$ cat config.mk
export PLATFORM = sky130hd
export DESIGN_NAME = cuim_top
export DESIGN_NICKNAME = d
export VERILOG_FILES = /design/src/rtl/cuim_pkg.sv /design/src/rtl/cuim_fifo_mem.sv /design/src/rtl/cuim_top.sv
export SDC_FILE = /design/constraint.sdc
export NUM_CORES = 1
export LEC_CHECK = 0
export ABC_AREA = 0
export BUFFER_PORTS_ARGS = -buffer_cell sky130_fd_sc_hd__buf_2
export CAP_MARGIN = 30
export CORE_UTILIZATION = 50
export DETAILED_ROUTE_END_ITERATION = 10
export GPL_ROUTABILITY_DRIVEN = 0
export GPL_TIMING_DRIVEN = 1
export PLACE_DENSITY = 0.72
export SLEW_MARGIN = 20
export SYNTH_ARGS = -nofsm -noshare
export SYNTH_HDL_FRONTEND = slang
export SYNTH_SLANG_ARGS = --single-unit
$ cat constraint.sdc
create_clock -name mclk -period 5.9 [get_ports mclk]
set_input_delay 0.59 -clock mclk [delete_from_list [all_inputs] [get_ports mclk]]
set_output_delay 0.59 -clock mclk [all_outputs]
set_load 0.05 [all_outputs]
$ cat src/rtl/cuim_pkg.sv
// Package with register map, field layout and constants of the counter interrupt mapper.
package cuim_pkg;
    localparam int          ADDR_W          = 8;
    localparam int          DATA_W          = 16;
    localparam int          TASK_W          = 8;
    localparam int          N_OUT           = 32;
    localparam int          N_IN            = 2;
    localparam int          N_SRC           = 2 * N_OUT + N_IN;
    localparam int          SRC_W           = 7;
    localparam int          FIFO_DEPTH      = 16;
    localparam logic [7:0]  REG_OUT_OFS     = 8'h00;
    localparam logic [7:0]  REG_OUT_IEN_LO  = 8'h04;
    localparam logic [7:0]  REG_OUT_IEN_HI  = 8'h08;
    localparam logic [7:0]  REG_IN_OFS      = 8'h0C;
    localparam logic [7:0]  REG_IN_IEN      = 8'h10;
    localparam logic [7:0]  REG_IN_FUNC0    = 8'h14;
    localparam logic [7:0]  REG_IN_FUNC1    = 8'h18;
    localparam logic [7:0]  REG_COMMAND     = 8'h1C;
    localparam logic [7:0]  REG_STATUS      = 8'h20;
    localparam logic [7:0]  REG_IRQ_STAT    = 8'h24;
    localparam logic [7:0]  REG_IRQ_MASK    = 8'h28;
    localparam logic [15:0] CMD_ERR_CLEAR   = 16'hEC00;
    localparam int          ST_GLOBAL_ERR   = 0;
    localparam int          ST_QFULL_ERR    = 1;
    localparam int          ST_QFULL_HIST   = 2;
    localparam int          ST_EMPTY        = 3;
    localparam int          ST_CNT_LSB      = 8;
    localparam int          IRQ_BIT_TASK    = 0;
    localparam int          IRQ_BIT_QFULL   = 1;
    localparam int          IRQ_W           = 2;
    localparam logic [15:0] RST_WORD        = 16'h0000;
    localparam logic [1:0]  RST_IRQ         = 2'h0;
    localparam logic [4:0]  FUNC_FALL_MIN   = 5'h02;
    localparam logic [4:0]  FUNC_FALL_MAX   = 5'h0E;
    localparam logic [7:0]  BCD_HUNDRED     = 8'h64;
    localparam logic [7:0]  BCD_TEN         = 8'h0A;
endpackage

$ cat src/rtl/cuim_fifo_mem.sv
// Storage array of the task queue with registered, write-first read data.
`timescale 1ns/1ps
module cuim_fifo_mem #(
    parameter int WIDTH = 8,
    parameter int DEPTH = 16,
    parameter int AW    = 4
) (
    input  wire logic             mclk,
    input  wire logic             we,
    input  wire logic [AW-1:0]    waddr,
    input  wire logic [WIDTH-1:0] wdata,
    input  wire logic [AW-1:0]    raddr,
    output      logic [WIDTH-1:0] rdata
);
    logic [WIDTH-1:0] mem_ff [DEPTH];

    always_ff @(posedge mclk)
    begin
        if (we)
        begin
            mem_ff[waddr] <= wdata;
        end
    end

    // A word written to the address being read is passed straight through.
    always_ff @(posedge mclk)
    begin
        if (we && waddr == raddr)
        begin
            rdata <= wdata;
        end
        else
        begin
            rdata <= mem_ff[raddr];
        end
    end
endmodule

$ cat src/rtl/cuim_top.sv
// Interrupt mapper turning output-pattern and digital-input edges into queued task numbers.
//
// Notes on behaviour
// Enabled output bit: request on each edge.
// One enable bit per output.
// Rise task offset+2O, fall offset+2O+1.
// Software keeps output offset at most 192.
// Output offset read as BCD value.
// Enabled input: request on one edge.
// Function code selects input edge polarity.
// Input enable bit0 input zero, bit1 one.
// Input interrupts disabled unless enabled.
// Input tasks offset and offset plus one.
// Software keeps input offset at most 252.
// Simultaneous requests queued, delivered in order.
// Request with full queue flags error.
// Overlapping task ranges raise no error.
// Clear command clears error, history kept.
// Global error flag set on any error.
// No interrupts when position cannot deliver.
// Output enables in two 16-bit words.
// Queue depth parameterised, eight-bit entries.
`timescale 1ns/1ps
module cuim_top #(
    parameter int FIFO_DEPTH = cuim_pkg::FIFO_DEPTH,
    parameter int FIFO_AW    = $clog2(FIFO_DEPTH)
) (
    input  wire logic                          mclk,
    input  wire logic                          rst_n,
    input  wire logic [cuim_pkg::ADDR_W-1:0]   reg_addr,
    input  wire logic [cuim_pkg::DATA_W-1:0]   reg_wdata,
    input  wire logic                          reg_wr,
    input  wire logic                          reg_rd,
    output      logic [cuim_pkg::DATA_W-1:0]   reg_rdata,
    input  wire logic [cuim_pkg::N_OUT-1:0]    output_pattern,
    input  wire logic                          digital_input_zero,
    input  wire logic                          digital_input_one,
    input  wire logic                          irq_capable_slot,
    output      logic                          task_valid,
    output      logic [cuim_pkg::TASK_W-1:0]   task_num,
    input  wire logic                          task_ready,
    output      logic                          global_error,
    output      logic                          irq
);
    localparam logic [FIFO_AW:0] FIFO_FULL_CNT = (FIFO_AW+1)'(FIFO_DEPTH);
    localparam logic [FIFO_AW:0] CNT_ONE       = (FIFO_AW+1)'(1);
    localparam logic [FIFO_AW-1:0] PTR_ONE     = FIFO_AW'(1);

    logic [15:0]                       out_ofs_ff;
    logic [15:0]                       out_ien_lo_ff;
    logic [15:0]                       out_ien_hi_ff;
    logic [15:0]                       in_ofs_ff;
    logic [15:0]                       in_ien_ff;
    logic [15:0]                       in_func0_ff;
    logic [15:0]                       in_func1_ff;
    logic [cuim_pkg::IRQ_W-1:0]        irq_stat_ff;
    logic [cuim_pkg::IRQ_W-1:0]        irq_mask_ff;
    logic                              qfull_err_ff;
    logic                              qfull_hist_ff;
    logic [cuim_pkg::N_OUT-1:0]        pat_prev_ff;
    logic [cuim_pkg::N_IN-1:0]         din_prev_ff;
    logic [cuim_pkg::N_SRC-1:0]        pend_ff;
    logic [FIFO_AW-1:0]                wr_ptr_ff;
    logic [FIFO_AW-1:0]                rd_ptr_ff;
    logic [FIFO_AW:0]                  cnt_ff;
    logic [cuim_pkg::DATA_W-1:0]       reg_rdata_ff;

    logic [cuim_pkg::N_OUT-1:0]        out_ien;
    logic [cuim_pkg::N_IN-1:0]         din;
    logic [cuim_pkg::N_IN-1:0]         in_fall;
    logic [cuim_pkg::N_SRC-1:0]        evt;
    logic [cuim_pkg::N_SRC-1:0]        nxt_pend;
    logic                              sel_valid;
    logic [cuim_pkg::SRC_W-1:0]        sel_idx;
    logic [cuim_pkg::TASK_W-1:0]       sel_task;
    logic [cuim_pkg::TASK_W-1:0]       out_base;
    logic [cuim_pkg::TASK_W-1:0]       in_base;
    logic                              fifo_full;
    logic                              push;
    logic                              pop;
    logic                              overflow;
    logic [FIFO_AW-1:0]                nxt_rd_ptr;
    logic                              clear_cmd;

    // Converts the low three BCD digits of a word to an eight-bit binary value.
    function automatic logic [7:0] bcd_to_bin(input logic [15:0] bcd);
        logic [7:0] acc;
        acc = 8'(bcd[11:8] * cuim_pkg::BCD_HUNDRED);
        acc = acc + 8'(bcd[7:4] * cuim_pkg::BCD_TEN);
        acc = acc + 8'(bcd[3:0]);
        return acc;
    endfunction

    // Returns whether a BCD function code asks for the falling edge.
    function automatic logic func_is_falling(input logic [15:0] code);
        logic [7:0] v;
        v = bcd_to_bin(code);
        return (v >= 8'(cuim_pkg::FUNC_FALL_MIN)) && (v <= 8'(cuim_pkg::FUNC_FALL_MAX)) && !v[0];
    endfunction

    assign out_ien   = {out_ien_hi_ff, out_ien_lo_ff};
    assign din       = {digital_input_one, digital_input_zero};
    assign in_fall   = {func_is_falling(in_func1_ff), func_is_falling(in_func0_ff)};
    assign out_base  = bcd_to_bin(out_ofs_ff);
    assign in_base   = bcd_to_bin(in_ofs_ff);
    assign clear_cmd = reg_wr && reg_addr == cuim_pkg::REG_COMMAND && reg_wdata == cuim_pkg::CMD_ERR_CLEAR;

    // Edge detection; each output owns a rise slot and a fall slot.
    always_comb
    begin
        evt = '0;
        for (int o = 0; o < cuim_pkg::N_OUT; o++)
        begin
            evt[2*o]   = out_ien[o] && output_pattern[o] && !pat_prev_ff[o];
            evt[2*o+1] = out_ien[o] && !output_pattern[o] && pat_prev_ff[o];
        end
        for (int i = 0; i < cuim_pkg::N_IN; i++)
        begin
            evt[2*cuim_pkg::N_OUT+i] = in_ien_ff[i] &&
                (in_fall[i] ? (!din[i] && din_prev_ff[i]) : (din[i] && !din_prev_ff[i]));
        end
        if (!irq_capable_slot)
        begin
            evt = '0;
        end
    end

    // Lowest pending source goes first, so simultaneous requests keep a fixed order.
    always_comb
    begin
        sel_valid = 1'b0;
        sel_idx   = '0;
        for (int s = cuim_pkg::N_SRC - 1; s >= 0; s--)
        begin
            if (pend_ff[s])
            begin
                sel_valid = 1'b1;
                sel_idx   = cuim_pkg::SRC_W'(s);
            end
        end
    end

    // Task number; ranges are not checked against each other.
    always_comb
    begin
        if (sel_idx >= cuim_pkg::SRC_W'(2 * cuim_pkg::N_OUT))
        begin
            sel_task = in_base + cuim_pkg::TASK_W'(sel_idx[0]);
        end
        else
        begin
            sel_task = out_base + cuim_pkg::TASK_W'(sel_idx);
        end
    end

    assign fifo_full  = cnt_ff == FIFO_FULL_CNT;
    assign push       = sel_valid && !fifo_full;
    assign pop        = task_valid && task_ready;
    assign overflow   = |(evt & pend_ff) || (|evt && fifo_full);
    assign nxt_rd_ptr = pop ? rd_ptr_ff + PTR_ONE : rd_ptr_ff;

    always_comb
    begin
        nxt_pend = pend_ff;
        if (push)
        begin
            nxt_pend[sel_idx] = 1'b0;
        end
        if (!fifo_full)
        begin
            nxt_pend = nxt_pend | evt;
        end
    end

    always_ff @(posedge mclk)
    begin
        if (!rst_n)
        begin
            pat_prev_ff <= '0;
            din_prev_ff <= '0;
        end
        else
        begin
            pat_prev_ff <= output_pattern;
            din_prev_ff <= din;
        end
    end

    always_ff @(posedge mclk)
    begin
        if (!rst_n)
        begin
            pend_ff <= '0;
        end
        else
        begin
            pend_ff <= nxt_pend;
        end
    end

    // Queue pointers and fill count.
    always_ff @(posedge mclk)
    begin
        if (!rst_n)
        begin
            wr_ptr_ff <= '0;
            rd_ptr_ff <= '0;
            cnt_ff    <= '0;
        end
        else
        begin
            rd_ptr_ff <= nxt_rd_ptr;
            if (push)
            begin
                wr_ptr_ff <= wr_ptr_ff + PTR_ONE;
            end
            if (push && !pop)
            begin
                cnt_ff <= cnt_ff + CNT_ONE;
            end
            else if (pop && !push)
            begin
                cnt_ff <= cnt_ff - CNT_ONE;
            end
        end
    end

    cuim_fifo_mem #(
        .WIDTH (cuim_pkg::TASK_W),
        .DEPTH (FIFO_DEPTH),
        .AW    (FIFO_AW)
    ) u_mem (
        .mclk  (mclk),
        .we    (push),
        .waddr (wr_ptr_ff),
        .wdata (sel_task),
        .raddr (nxt_rd_ptr),
        .rdata (task_num)
    );

    assign task_valid = cnt_ff != '0;

    // Error state; a new overflow wins over the clear command.
    always_ff @(posedge mclk)
    begin
        if (!rst_n)
        begin
            qfull_err_ff  <= 1'b0;
            qfull_hist_ff <= 1'b0;
        end
        else
        begin
            if (overflow)
            begin
                qfull_err_ff  <= 1'b1;
                qfull_hist_ff <= 1'b1;
            end
            else if (clear_cmd)
            begin
                qfull_err_ff <= 1'b0;
            end
        end
    end

    assign global_error = qfull_err_ff;

    // Configuration registers.
    always_ff @(posedge mclk)
    begin
        if (!rst_n)
        begin
            out_ofs_ff    <= cuim_pkg::RST_WORD;
            out_ien_lo_ff <= cuim_pkg::RST_WORD;
            out_ien_hi_ff <= cuim_pkg::RST_WORD;
            in_ofs_ff     <= cuim_pkg::RST_WORD;
            in_ien_ff     <= cuim_pkg::RST_WORD;
            in_func0_ff   <= cuim_pkg::RST_WORD;
            in_func1_ff   <= cuim_pkg::RST_WORD;
            irq_mask_ff   <= cuim_pkg::RST_IRQ;
        end
        else if (reg_wr)
        begin
            unique case (reg_addr)
                cuim_pkg::REG_OUT_OFS:    out_ofs_ff    <= reg_wdata;
                cuim_pkg::REG_OUT_IEN_LO: out_ien_lo_ff <= reg_wdata;
                cuim_pkg::REG_OUT_IEN_HI: out_ien_hi_ff <= reg_wdata;
                cuim_pkg::REG_IN_OFS:     in_ofs_ff     <= reg_wdata;
                cuim_pkg::REG_IN_IEN:     in_ien_ff     <= {14'h0000, reg_wdata[1:0]};
                cuim_pkg::REG_IN_FUNC0:   in_func0_ff   <= reg_wdata;
                cuim_pkg::REG_IN_FUNC1:   in_func1_ff   <= reg_wdata;
                cuim_pkg::REG_IRQ_MASK:   irq_mask_ff   <= reg_wdata[cuim_pkg::IRQ_W-1:0];
                default:
                begin
                end
            endcase
        end
    end

    // Sticky interrupt status; a new event wins over a write-one clear.
    always_ff @(posedge mclk)
    begin
        if (!rst_n)
        begin
            irq_stat_ff <= cuim_pkg::RST_IRQ;
        end
        else
        begin
            for (int b = 0; b < cuim_pkg::IRQ_W; b++)
            begin
                if (reg_wr && reg_addr == cuim_pkg::REG_IRQ_STAT && reg_wdata[b])
                begin
                    irq_stat_ff[b] <= 1'b0;
                end
            end
            if (push)
            begin
                irq_stat_ff[cuim_pkg::IRQ_BIT_TASK] <= 1'b1;
            end
            if (overflow)
            begin
                irq_stat_ff[cuim_pkg::IRQ_BIT_QFULL] <= 1'b1;
            end
        end
    end

    assign irq = |(irq_stat_ff & irq_mask_ff);

    // Read data stand in the cycle after the read strobe; unmapped addresses read zero.
    always_ff @(posedge mclk)
    begin
        if (!rst_n)
        begin
            reg_rdata_ff <= cuim_pkg::RST_WORD;
        end
        else if (reg_rd)
        begin
            unique case (reg_addr)
                cuim_pkg::REG_OUT_OFS:    reg_rdata_ff <= out_ofs_ff;
                cuim_pkg::REG_OUT_IEN_LO: reg_rdata_ff <= out_ien_lo_ff;
                cuim_pkg::REG_OUT_IEN_HI: reg_rdata_ff <= out_ien_hi_ff;
                cuim_pkg::REG_IN_OFS:     reg_rdata_ff <= in_ofs_ff;
                cuim_pkg::REG_IN_IEN:     reg_rdata_ff <= in_ien_ff;
                cuim_pkg::REG_IN_FUNC0:   reg_rdata_ff <= in_func0_ff;
                cuim_pkg::REG_IN_FUNC1:   reg_rdata_ff <= in_func1_ff;
                cuim_pkg::REG_IRQ_STAT:   reg_rdata_ff <= 16'(irq_stat_ff);
                cuim_pkg::REG_IRQ_MASK:   reg_rdata_ff <= 16'(irq_mask_ff);
                cuim_pkg::REG_STATUS:
                begin
                    reg_rdata_ff <= cuim_pkg::RST_WORD;
                    reg_rdata_ff[cuim_pkg::ST_GLOBAL_ERR] <= qfull_err_ff;
                    reg_rdata_ff[cuim_pkg::ST_QFULL_ERR]  <= qfull_err_ff;
                    reg_rdata_ff[cuim_pkg::ST_QFULL_HIST] <= qfull_hist_ff;
                    reg_rdata_ff[cuim_pkg::ST_EMPTY]      <= !task_valid;
                    reg_rdata_ff[cuim_pkg::ST_CNT_LSB +: FIFO_AW+1] <= cnt_ff;
                end
                default:                  reg_rdata_ff <= cuim_pkg::RST_WORD;
            endcase
        end
        else
        begin
            reg_rdata_ff <= cuim_pkg::RST_WORD;
        end
    end

    assign reg_rdata = reg_rdata_ff;
endmodule
==> Word level (Yosys, flattened, before mapping) <==
Memories as Yosys holds them, arrays and structs flattened. A register that Yosys moved wholly into a read port is not among the register bits.
Cells that the tools add are included.
{ "totals": {"output_inout_bits": 27, "register_bits": 233, "ramBits": 128, "word_cells": 460, "mem_count": 1} }
{ "mem_list": {"columns": ["name", "depth", "width", "rd", "rd_ports_with_merged_regs", "wr", "line", "rtl"], "rows": [
  ["u_mem.mem_ff", 16, 8, 1, 1, 1, "cuim_fifo_mem.sv:15", "logic [WIDTH-1:0] mem_ff [DEPTH];"]
]} }
{ "classes": {"n_eq_ne": 12, "mux": 152, "reduce_logical": 242, "add_sub_neg": 14, "mul": 8, "order_cmp": 7, "n_bitwise": 5} }
{ "op_table": {"columns": ["cell", "count"], "rows": [
  ["$mux W7", 66],
  ["$mux W66", 3],
  ["$pmux W16 S10", 1],
  ["$logic_and A1 B1 Y1", 149],
  ["$and A66 B66 Y66", 2],
  ["$reduce_or A66 Y1", 2],
  ["$mux W1", 77],
  ["$logic_not A1 Y1", 74],
  ["$not A66 Y66", 1],
  ["$or A66 B66 Y66", 1],
  ["$add A8 B4 Y8", 4],
  ["$add A8 B8 Y8", 4],
  ["$eq A8 B5 Y1 const B", 4],
  ["$mul A4 B3 Y7 const B", 4],
  ["$eq A8 B6 Y1 const B", 3],
  ["$mul A4 B5 Y6 const B", 4],
  ["$reduce_and A2 Y1", 9],
  ["$eq A16 B16 Y1 const B", 1],
  ["$eq A8 B4 Y1 const B", 2],
  ["$ge A8 B2 Y1 const B", 2],
  ["$le A8 B4 Y1 const B", 2],
  ["$mux W5", 2],
  ["$add A4 B1 Y4 const B", 2],
  ["$add A8 B1 Y8", 1],
  ["17 further kinds", 20]
]} }

==> Depth between registers and ports, before layout <==
Gate-level depths: netlist of the first run.
{ "depth": {"depth_word": 75, "ltp_mapped": 20, "depth_no_buf": 18} }

==> By module <==
From an unflattened synthesis of the first run, not the netlist that was laid out.
{ "hier_totals": {"cells_unflattened": 1826, "hier_area_um2": 18490.2} }
{ "modules_own_cells": {"columns": ["mod", "instances", "area_per_inst_um2", "cells_per_inst"], "rows": [
  ["cuim_top", 1, 13422.9, 1601],
  ["cuim_fifo_mem", 1, 5067.4, 225]
]} }

==> Worst setup path before layout of the first run <==
No wires, ideal clock.
{ "synth_path": {"path_type": "reg2reg", "startpoint": "register pend_ff[59] in the netlist's numbering", "endpoint": "memory u_mem.mem_ff[0][7], data pin", "n_path_buf": 0, "path_slack_ns": 1.567, "t_arrival_ns": 4.003, "path_stages_with_launch": 18, "path_cell_list": "dfxtp_1 -> or4_1 -> o211ai_1 -> a31oi_1 -> o21bai_2 -> a21oi_1 -> fa_1 -> inv_1 -> fa_1 -> inv_1 -> ha_1 -> a21o_1 -> a21oi_1 -> o21bai_1 -> a21oi_1 -> xnor2_1 -> nand2_1 -> o21ai_0"} }
{ "synth_via": {"elab_chain_len": 62, "elab_cells_between_ends": 64, "classes_between": "2 x add/sub; 1 x order compare; 61 x mux"} }
{ "synth_lines": {"columns": ["item", "line", "rtl"], "rows": [
  ["start: declaration", "cuim_top.sv:62", "logic [cuim_pkg::N_SRC-1:0] pend_ff;"],
  ["start signal: assignment", "cuim_top.sv:197", "pend_ff <= nxt_pend;"],
  ["$mux W7 * (60 in series)", "cuim_top.sv:135", "if (pend_ff[s])"],
  ["$add A8 B7 Y8, or another cell as far along", "cuim_top.sv:152", "sel_task = out_base + cuim_pkg::TASK_W'(sel_idx);"],
  ["$mux W8 *", "cuim_top.sv:146", "if (sel_idx >= cuim_pkg::SRC_W'(2 * cuim_pkg::N_OUT))"],
  ["named net sel_task (one bit)", "cuim_top.sv:75", "logic [cuim_pkg::TASK_W-1:0] sel_task;"],
  ["end: declaration", "cuim_fifo_mem.sv:15", null]
]} }
The timed path passes the listed nets; every way through them passes the cells marked *.

==> Worst setup path in the final report of the first run <==
{ "layout_path": {"startpoint": "register pend_ff[59] in the netlist's numbering", "endpoint": "memory u_mem.mem_ff[5][7], data pin"} }
Same word-level chain as after synthesis.

==> impl_metrics.ini, run 1 <==
[final_layout]
area_growth_syn_to_layout_pct = 12.1
fin_util_pct = 57.5
final-instance-count-excl-fill = 2373
final_net_count = 2046
layout-drive-gt1-share_pct = 13.0
diodes = 0

[clocking]
worst_skew_pair.late_latency_ps = 540
cts_root_buffer = sky130_fd_sc_hd__clkbuf_16
tritoncts.num_buffers = 39
post_cts_hold_buffer_count = 0
post_cts_buffers = 0
clock_tree.htree_level_count = 2
ctsLongestPathBuffers = 3
clock-sinks = 365
cts.repair.resized = 0
clock_pin_slew_on_the_worst_setup_and_hold_paths_ps = 60
tritoncts = done

[grt]
grt_pass1_vias = 14843
grt_antenna_before_repair = 0
overall_global_routing_resource_usage_pct = 31.0
grt_pass1_wl_um = 89400
overflow = 0
grt_max_degree = 76

[sta]
number_of_hold_violations_in_the_final_report = 0
hold_slack_ps = 274
setup_violations = 0
worst_slew_pin_slew_ps = 1020
setup_total_negative_slack_ps = 0
relative_slew_slack_pct = 31.9
final_max_slew_viols = 0
grt_setup_unrepaired = false
maximum_clock_frequency_mhz = 201
worst_slack_ps = 921
fin_worst_skew_ps = 26.7
layout_worst_path_cycle_share_pct = 84.4
fin_crit_ps = 4980

[power_and_ir_drop]
power_frac_seq_pct = 44.1
power.net_switching_mw = 1.60
power.switching_fraction_pct = 26.5
leak_pwr_nw = 7.72
power.density_cell_area_nw_per_um2 = 294
power.share.clock_pct = 41.4
power.share.combinational_pct = 14.5
peakVddDrop_mv = 0.201
power.internal_mw = 4.45

[placement]
place_worst_setup_slack_ps = 1050
dp_hpwl_um = 41000
port_buffers = 90
place.detailed.instances = 2301

[run_status]
outcome = finished clean

[die]
die_w_um = 194
floorplan.io_pins = 91
die_area_sq_um = 37500
initial_utilization_pct = 51.3
core_region_area_sq_um = 35800
floorplan.rows = 69
floorplan.die.height_um = 194

[yosys]
synth_warnings = 0
yosys.cell_types.count = 76
syn-cell-area_sq_um = 18400
synth_cells = 1826
ys_ff_latch = 365
yosys_most_used_dff = sky130_fd_sc_hd__dfxtp_1
syn_area_per_cell_sq_um = 10.1
synth_nets = 1989
synth_enable_flop_cells = 128
synthArstFlopShare_pct = 0
synth_sequential_area_ratio_pct = 46.7

[routing]
via_density = 6.61
drt_iter0_markers = 2489
routed_len_inst_um = 25.0
detail_route.wirelength_um = 59300
drt_drc_violations_left = 0
count_of_nets_left_with_antenna_violations_after_detail_routing = 0
detailedRoute.firstPassIterationCount = 7
detailroute.via_count = 15691

[min_path]
worstHoldPathType = in -> reg

[worst_setup_path]
worst_ep_arrival_time_ps = 5250
crit_fanout = 9
worst_setup_path_end_kind = register
cp-start-kind = register
crit_type = reg -> reg
required_ps = 6170

[run]
max-cap-violations = 0
-- power by group through the flow --
stage          sequential (mW)  combinational (mW)  clock (mW)
2_1_floorplan             2.70               0.638           0
3_3_place_gp              2.72               0.855           0
6_report                  2.67               0.877        2.51
4_1_cts                   2.67               0.879        2.52
3_5_place_dp              2.72               0.874           0
5_1_grt                   2.67               0.936        2.62
-- metrics by stage --
step	cell area, sq um	power, mW
global route	20600	6.23
detailed placement	19300	3.59
finish	20600	6.05
global placement	19200	3.57
floorplan	18400	3.34
CTS	20600	6.07
-- registers in the layout, indices dropped and copies added (netlist names), named ones only --
name and flops:
u_mem.mem_ff 128, pend_ff 66, pat_prev_ff 32, in_func0_ff 16, in_func1_ff 16, in_ofs_ff 16
out_ien_hi_ff 16, out_ien_lo_ff 16, out_ofs_ff 16, reg_rdata 16, cnt_ff 5, rd_ptr_ff 4
wr_ptr_ff 4, din_prev_ff 2, in_ien_ff 2, irq_mask_ff 2, irq_stat_ff 2, global_error 1
qfull_hist_ff 1
-- cells in the final DEF (no fill, tap or decap), types with 19 or more instances in the layout --
cell                        netlist  layout
sky130_fd_sc_hd__a21oi_1        219     219
sky130_fd_sc_hd__a22oi_1         63      63
sky130_fd_sc_hd__a31oi_1         19      19
sky130_fd_sc_hd__and2_1          44      44
sky130_fd_sc_hd__and4b_1         58      58
sky130_fd_sc_hd__buf_2            8      91
sky130_fd_sc_hd__buf_4            1      24
sky130_fd_sc_hd__clkbuf_16        0      41
sky130_fd_sc_hd__dfxtp_1        237     236
sky130_fd_sc_hd__edfxtp_1       128     128
sky130_fd_sc_hd__fa_1            23      23
sky130_fd_sc_hd__ha_1            76      76
sky130_fd_sc_hd__inv_1           63      62
sky130_fd_sc_hd__mux4_2          40      40
sky130_fd_sc_hd__nand2_1        269     268
sky130_fd_sc_hd__nand3_1         61      61
sky130_fd_sc_hd__nor2_1          70      68
sky130_fd_sc_hd__nor3_1          25      21
sky130_fd_sc_hd__nor4_1          41      41
sky130_fd_sc_hd__o41ai_1         36      36
sky130_fd_sc_hd__xnor2_1         26      26
sky130_fd_sc_hd__xor2_1          20      20
-- layout make-up --
class	instances	area, sq um
clock buffer	61	1190
multi-input combinational	1295	9180
fill	3015	15200
tap	461	577
sequential	365	8590
clock inverter	9	125
inverter	64	243
timing repair buffer	118	702
-- metal layers --
layer	up-vias	part of all wire, %	global-route usage, %
met5	-	0	0
met4	0	5.1	14.0
met3	223	11	6.89
met2	1026	44	47.7
met1	7503	39	41.8
li1	6939	-	-
-- path summary, 6_finish.rpt --
kind	from	end	slack, ps	cells past startpoint
worst max-delay path	pend_ff[59]	u_mem.mem_ff[5][7]	920	18
worst max register to register	pend_ff[59]	u_mem.mem_ff[5][7]	920	18
worst min register to register	rd_ptr_ff[3]	register	450	1
worst min-delay path	digital_input_zero	din_prev_ff[0]	270	2
-- logic make-up after synthesis --
group	synth area share [%]
xor+xnor	2.44
simple gates	18.7
flops	46.7
mux	5.03
buf+inv	3.47
fa+ha+maj	7.68
compound gates	15.9
-- critical path, stage by stage (launching register included) --
cell and delay (ps):
sky130_fd_sc_hd__dfxtp_1 370, sky130_fd_sc_hd__or4_1 570, sky130_fd_sc_hd__o21ai_1 150, sky130_fd_sc_hd__a21oi_1 80
sky130_fd_sc_hd__nor4b_1 380, sky130_fd_sc_hd__o31a_1 280, sky130_fd_sc_hd__nor2_1 80, sky130_fd_sc_hd__fa_1 420
sky130_fd_sc_hd__fa_1 580, sky130_fd_sc_hd__inv_1 60, sky130_fd_sc_hd__ha_1 300, sky130_fd_sc_hd__a21o_1 180
sky130_fd_sc_hd__a21oi_1 230, sky130_fd_sc_hd__o21bai_1 90, sky130_fd_sc_hd__a21oi_1 180, sky130_fd_sc_hd__xnor2_1 80
sky130_fd_sc_hd__nand2_1 60, sky130_fd_sc_hd__o21ai_0 330, sky130_fd_sc_hd__buf_2 300
-- Yosys cell counts, types with 18 or more instances --
master                     instances  area, sq um
sky130_fd_sc_hd__and4b_1          58          581
sky130_fd_sc_hd__a21oi_1         219         1100
sky130_fd_sc_hd__ha_1             76          951
sky130_fd_sc_hd__o41ai_1          36          315
sky130_fd_sc_hd__and2_1           44          275
sky130_fd_sc_hd__a22oi_1          63          473
sky130_fd_sc_hd__mux4_2           40          901
sky130_fd_sc_hd__a31oi_1          19          119
sky130_fd_sc_hd__nor4_1           41          257
sky130_fd_sc_hd__xnor2_1          26          228
sky130_fd_sc_hd__nor2_1           70          263
sky130_fd_sc_hd__fa_1             23          460
sky130_fd_sc_hd__nand3_1          61          305
sky130_fd_sc_hd__a211oi_1         18          135
sky130_fd_sc_hd__inv_1            63          236
sky130_fd_sc_hd__dfxtp_1         237         4740
sky130_fd_sc_hd__nor3_1           25          125
sky130_fd_sc_hd__clkbuf_1         84          315
sky130_fd_sc_hd__edfxtp_1        128         3840
sky130_fd_sc_hd__xor2_1           20          175
sky130_fd_sc_hd__nand2_1         269         1010
Power figures use the tool's default switching activity.
==> run 2: changes to the inputs <==
- ABC_AREA: 0 -> 1
- PLACE_DENSITY: 0.72 -> 0.75
- clock period: 5.9 -> 4.3 ns (I/O delays scaled with it)
==> impl_metrics.ini, run 2 <==
[run_status]
outcome = complete, but fails checks
violations = negative setup slack

[power_and_ir_drop]
power.internal_mw = 6.00
power.switching_fraction_pct = 29.6
power.share.clock_pct = 38.9
power_frac_seq_pct = 43.8
fin_total_pwr_mw = 8.53
peakVddDrop_mv = 0.418
power.net_switching_mw = 2.52
leak_pwr_nw = 9.46
power.share.combinational_pct = 17.3
power.density_cell_area_nw_per_um2 = 388

[worst_setup_path]
required_ps = 4550
setup.reg_to_reg.worst_slack_ps = -1330
reg2reg_end = u_mem.mem_ff[9][7]
critical-path-max-stage-delay_ps = 330
cp-start-kind = register
total_buffers_and_inverters_traversed_by_the_critical_path = 4
worst_ep_arrival_time_ps = 5880
crit_type = reg -> reg
worst_path_dominant_cell_family = simple AND/OR/NAND/NOR gates
worst_setup_path_end_kind = register
last_element_of_the_critical_path = u_mem.mem_ff[9][7]
reg_to_reg_start = pend_ff[64]
crit_fanout = 8
critical_path.slowest_cell = sky130_fd_sc_hd__dfxtp_2
worstRegToRegCells = 80
top_cell_by_count_worst_path = sky130_fd_sc_hd__nand2_1
critical_path.startpoint = pend_ff[64]
worst_path_depth = 80

[sta]
fin_worst_skew_ps = 30.5
fin_crit_ps = 5630
layout_worst_path_cycle_share_pct = 131
worst_slew_pin_slew_ps = 901
maximum_clock_frequency_mhz = 178
relative_slew_slack_pct = 39.8
number_of_hold_violations_in_the_final_report = 0
worst_slack_ps = -1330
setup_violations = 181
final_max_slew_viols = 0
grt_setup_unrepaired = true

[placement]
placed_cell_area_sq_um = 20400
port_buffers = 90
dp_hpwl_um = 40400
place.detailed.instances = 2877

[routing]
via_density = 5.79
detailroute.via_count = 17152
drt_iter0_markers = 1828
count_of_nets_left_with_antenna_violations_after_detail_routing = 0
detailedRoute.firstPassIterationCount = 8
drt_drc_violations_left = 0
detail_route.wirelength_um = 57000
routed_len_inst_um = 19.2

[yosys]
synth.most_common_cell = sky130_fd_sc_hd__nand2_1
synth_cells = 2297
synth.area.top_cells = sky130_fd_sc_hd__dfxtp_1, sky130_fd_sc_hd__edfxtp_1, sky130_fd_sc_hd__nand2_1
yosysTopAreaCellShare_pct = 25.3
synth_enable_flop_cells = 128
yosys.cell_types.count = 41
synthArstFlopShare_pct = 0
syn_area_per_cell_sq_um = 8.15
synth_warnings = 0
synth_commonest_cells = sky130_fd_sc_hd__nand2_1, sky130_fd_sc_hd__inv_1, sky130_fd_sc_hd__dfxtp_1
synth_nets = 2460
ys_ff_latch = 365
syn-cell-area_sq_um = 18700
yosys_most_used_dff = sky130_fd_sc_hd__dfxtp_1
yosys.area.top_type = sky130_fd_sc_hd__dfxtp_1
synth_sequential_area_ratio_pct = 45.9

[clocking]
post_cts_hold_buffer_count = 0
clock-sinks = 365
cts_root_buffer = sky130_fd_sc_hd__clkbuf_16
worst_skew_pair.late_latency_ps = 550
clock_pin_slew_on_the_worst_setup_and_hold_paths_ps = 60
tritoncts = done
ctsLongestPathBuffers = 3
tritoncts.num_buffers = 40
clock_tree.htree_level_count = 2

[die]
initial_utilization_pct = 51.0
floorplan.rows = 70
die_area_sq_um = 38200
floorplan.io_pins = 91
die_w_um = 196
floorplan.die.height_um = 196
core_region_area_sq_um = 36700

[min_path]
whs_path_depth = 3
worstHoldPathType = in -> reg

[final_layout]
final_net_count = 2626
area_growth_syn_to_layout_pct = 17.4
layout-drive-gt1-share_pct = 13.2
largest_register_ffs = 128
final-instance-count-excl-fill = 2962
leading_registers_by_flop_count = u_mem.mem_ff: 128 flops, pend_ff: 66 flops, pat_prev_ff: 32 flops
post-route-cell-area_sq_um = 22000
diodes = 0
nFillCells = 3157
fin_util_pct = 59.9
top_register = u_mem.mem_ff
layout.cells.most_common_list = sky130_fd_sc_hd__nand2_1, sky130_fd_sc_hd__inv_1, sky130_fd_sc_hd__dfxtp_1
most_common_cell_after_layout_fill_and_taps_aside = sky130_fd_sc_hd__nand2_1

[grt]
overall_global_routing_resource_usage_pct = 29.6
grt_max_degree = 86
grt_pass1_wl_um = 88100
overflow = 0
grt_pass1_vias = 16394
grt_antenna_before_repair = 0

[run]
max-cap-violations = 0
run 2: cell type report:
cell class,instances,area [sq um],area share [%]
clock inverters,14,101,0.461
multi-input cells,1468,8660,39.4
inverters,377,1420,6.44
repair buffers,211,1490,6.79
well taps,468,586,2.66
clock buffers,59,1140,5.20
flip-flops and latches,365,8600,39.1
run 2: cell families (layout without fill, tap and decap cells):
family / count (synthesis) / in the layout / share of synthesized area [%]
and+or+nand+nor: 762 / 762 / 17.4
AOI/OAI and AO/OA: 532 / 534 / 16.1
buffers and inverters: 466 / 661 / 9.46
DFF: 365 / 365 / 45.9
adders and majority gates: 99 / 99 / 7.54
xor gates and xnor gates: 40 / 40 / 1.87
muxes: 33 / 33 / 1.76
run 2: worst reg2reg max path, delay by kind of cell (launching register included):
kind                     cells  cell delay [ps]
adder cells (fa/ha/maj)      3              500
flip-flops                   1              330
AND/OR/NAND/NOR             68             3530
AO/OA/AOI/OAI                5              820
buffers and inverters        4              200
run 2: how the worst min path moves through the flow:
stage	from	end	slack [ps]
final	digital_input_one	din_prev_ff[1]	80
after global routing	output_pattern[26]	pat_prev_ff[26]	90
after CTS	output_pattern[27]	pat_prev_ff[27]	70
after detailed placement	in_func0_ff[12]	in_func0_ff[12]	440
after global placement	in_func0_ff[12]	in_func0_ff[12]	440
after floorplan	in_func0_ff[12]	in_func0_ff[12]	420
run 2: timing repair:
action,in CTS,in global routing
pin swaps,10,22
gates resized for setup,20,23
setup buffers,5,5
gates cloned,2,1
setup endpoints to repair,189,194
run 2: power by group through the flow:
| stage | combinational (mW) | clock (mW) | sequential (mW) |
|---|---|---|---|
| floorplan | 1.11 | 0 | 3.72 |
| global placement | 1.30 | 0 | 3.87 |
| detailed placement | 1.46 | 0 | 3.81 |
| CTS | 1.47 | 3.34 | 3.73 |
| global route | 1.60 | 3.46 | 3.75 |
| finish | 1.48 | 3.31 | 3.73 |
run 2: metrics by stage:
stage,hold WS [ps],worst slack (ps),TNS [ps]
floorplan,425,-775,-56400
global placement,435,-1160,-101960
detailed placement,439,-1240,-108760
CTS,65.5,-1200,-110130
global route,86.2,-2170,-262970
finish,75.0,-1330,-111240
run 2: layer usage:
metal / vias up / part of all wire [%] / GRT usage [%]
li1: 8051 / - / -
met1: 7921 / 39 / 37.0
met3: 228 / 9.4 / 5.22
met5: - / 0 / 0
met4: 0 / 6.8 / 19.1
met2: 952 / 45 / 47.5
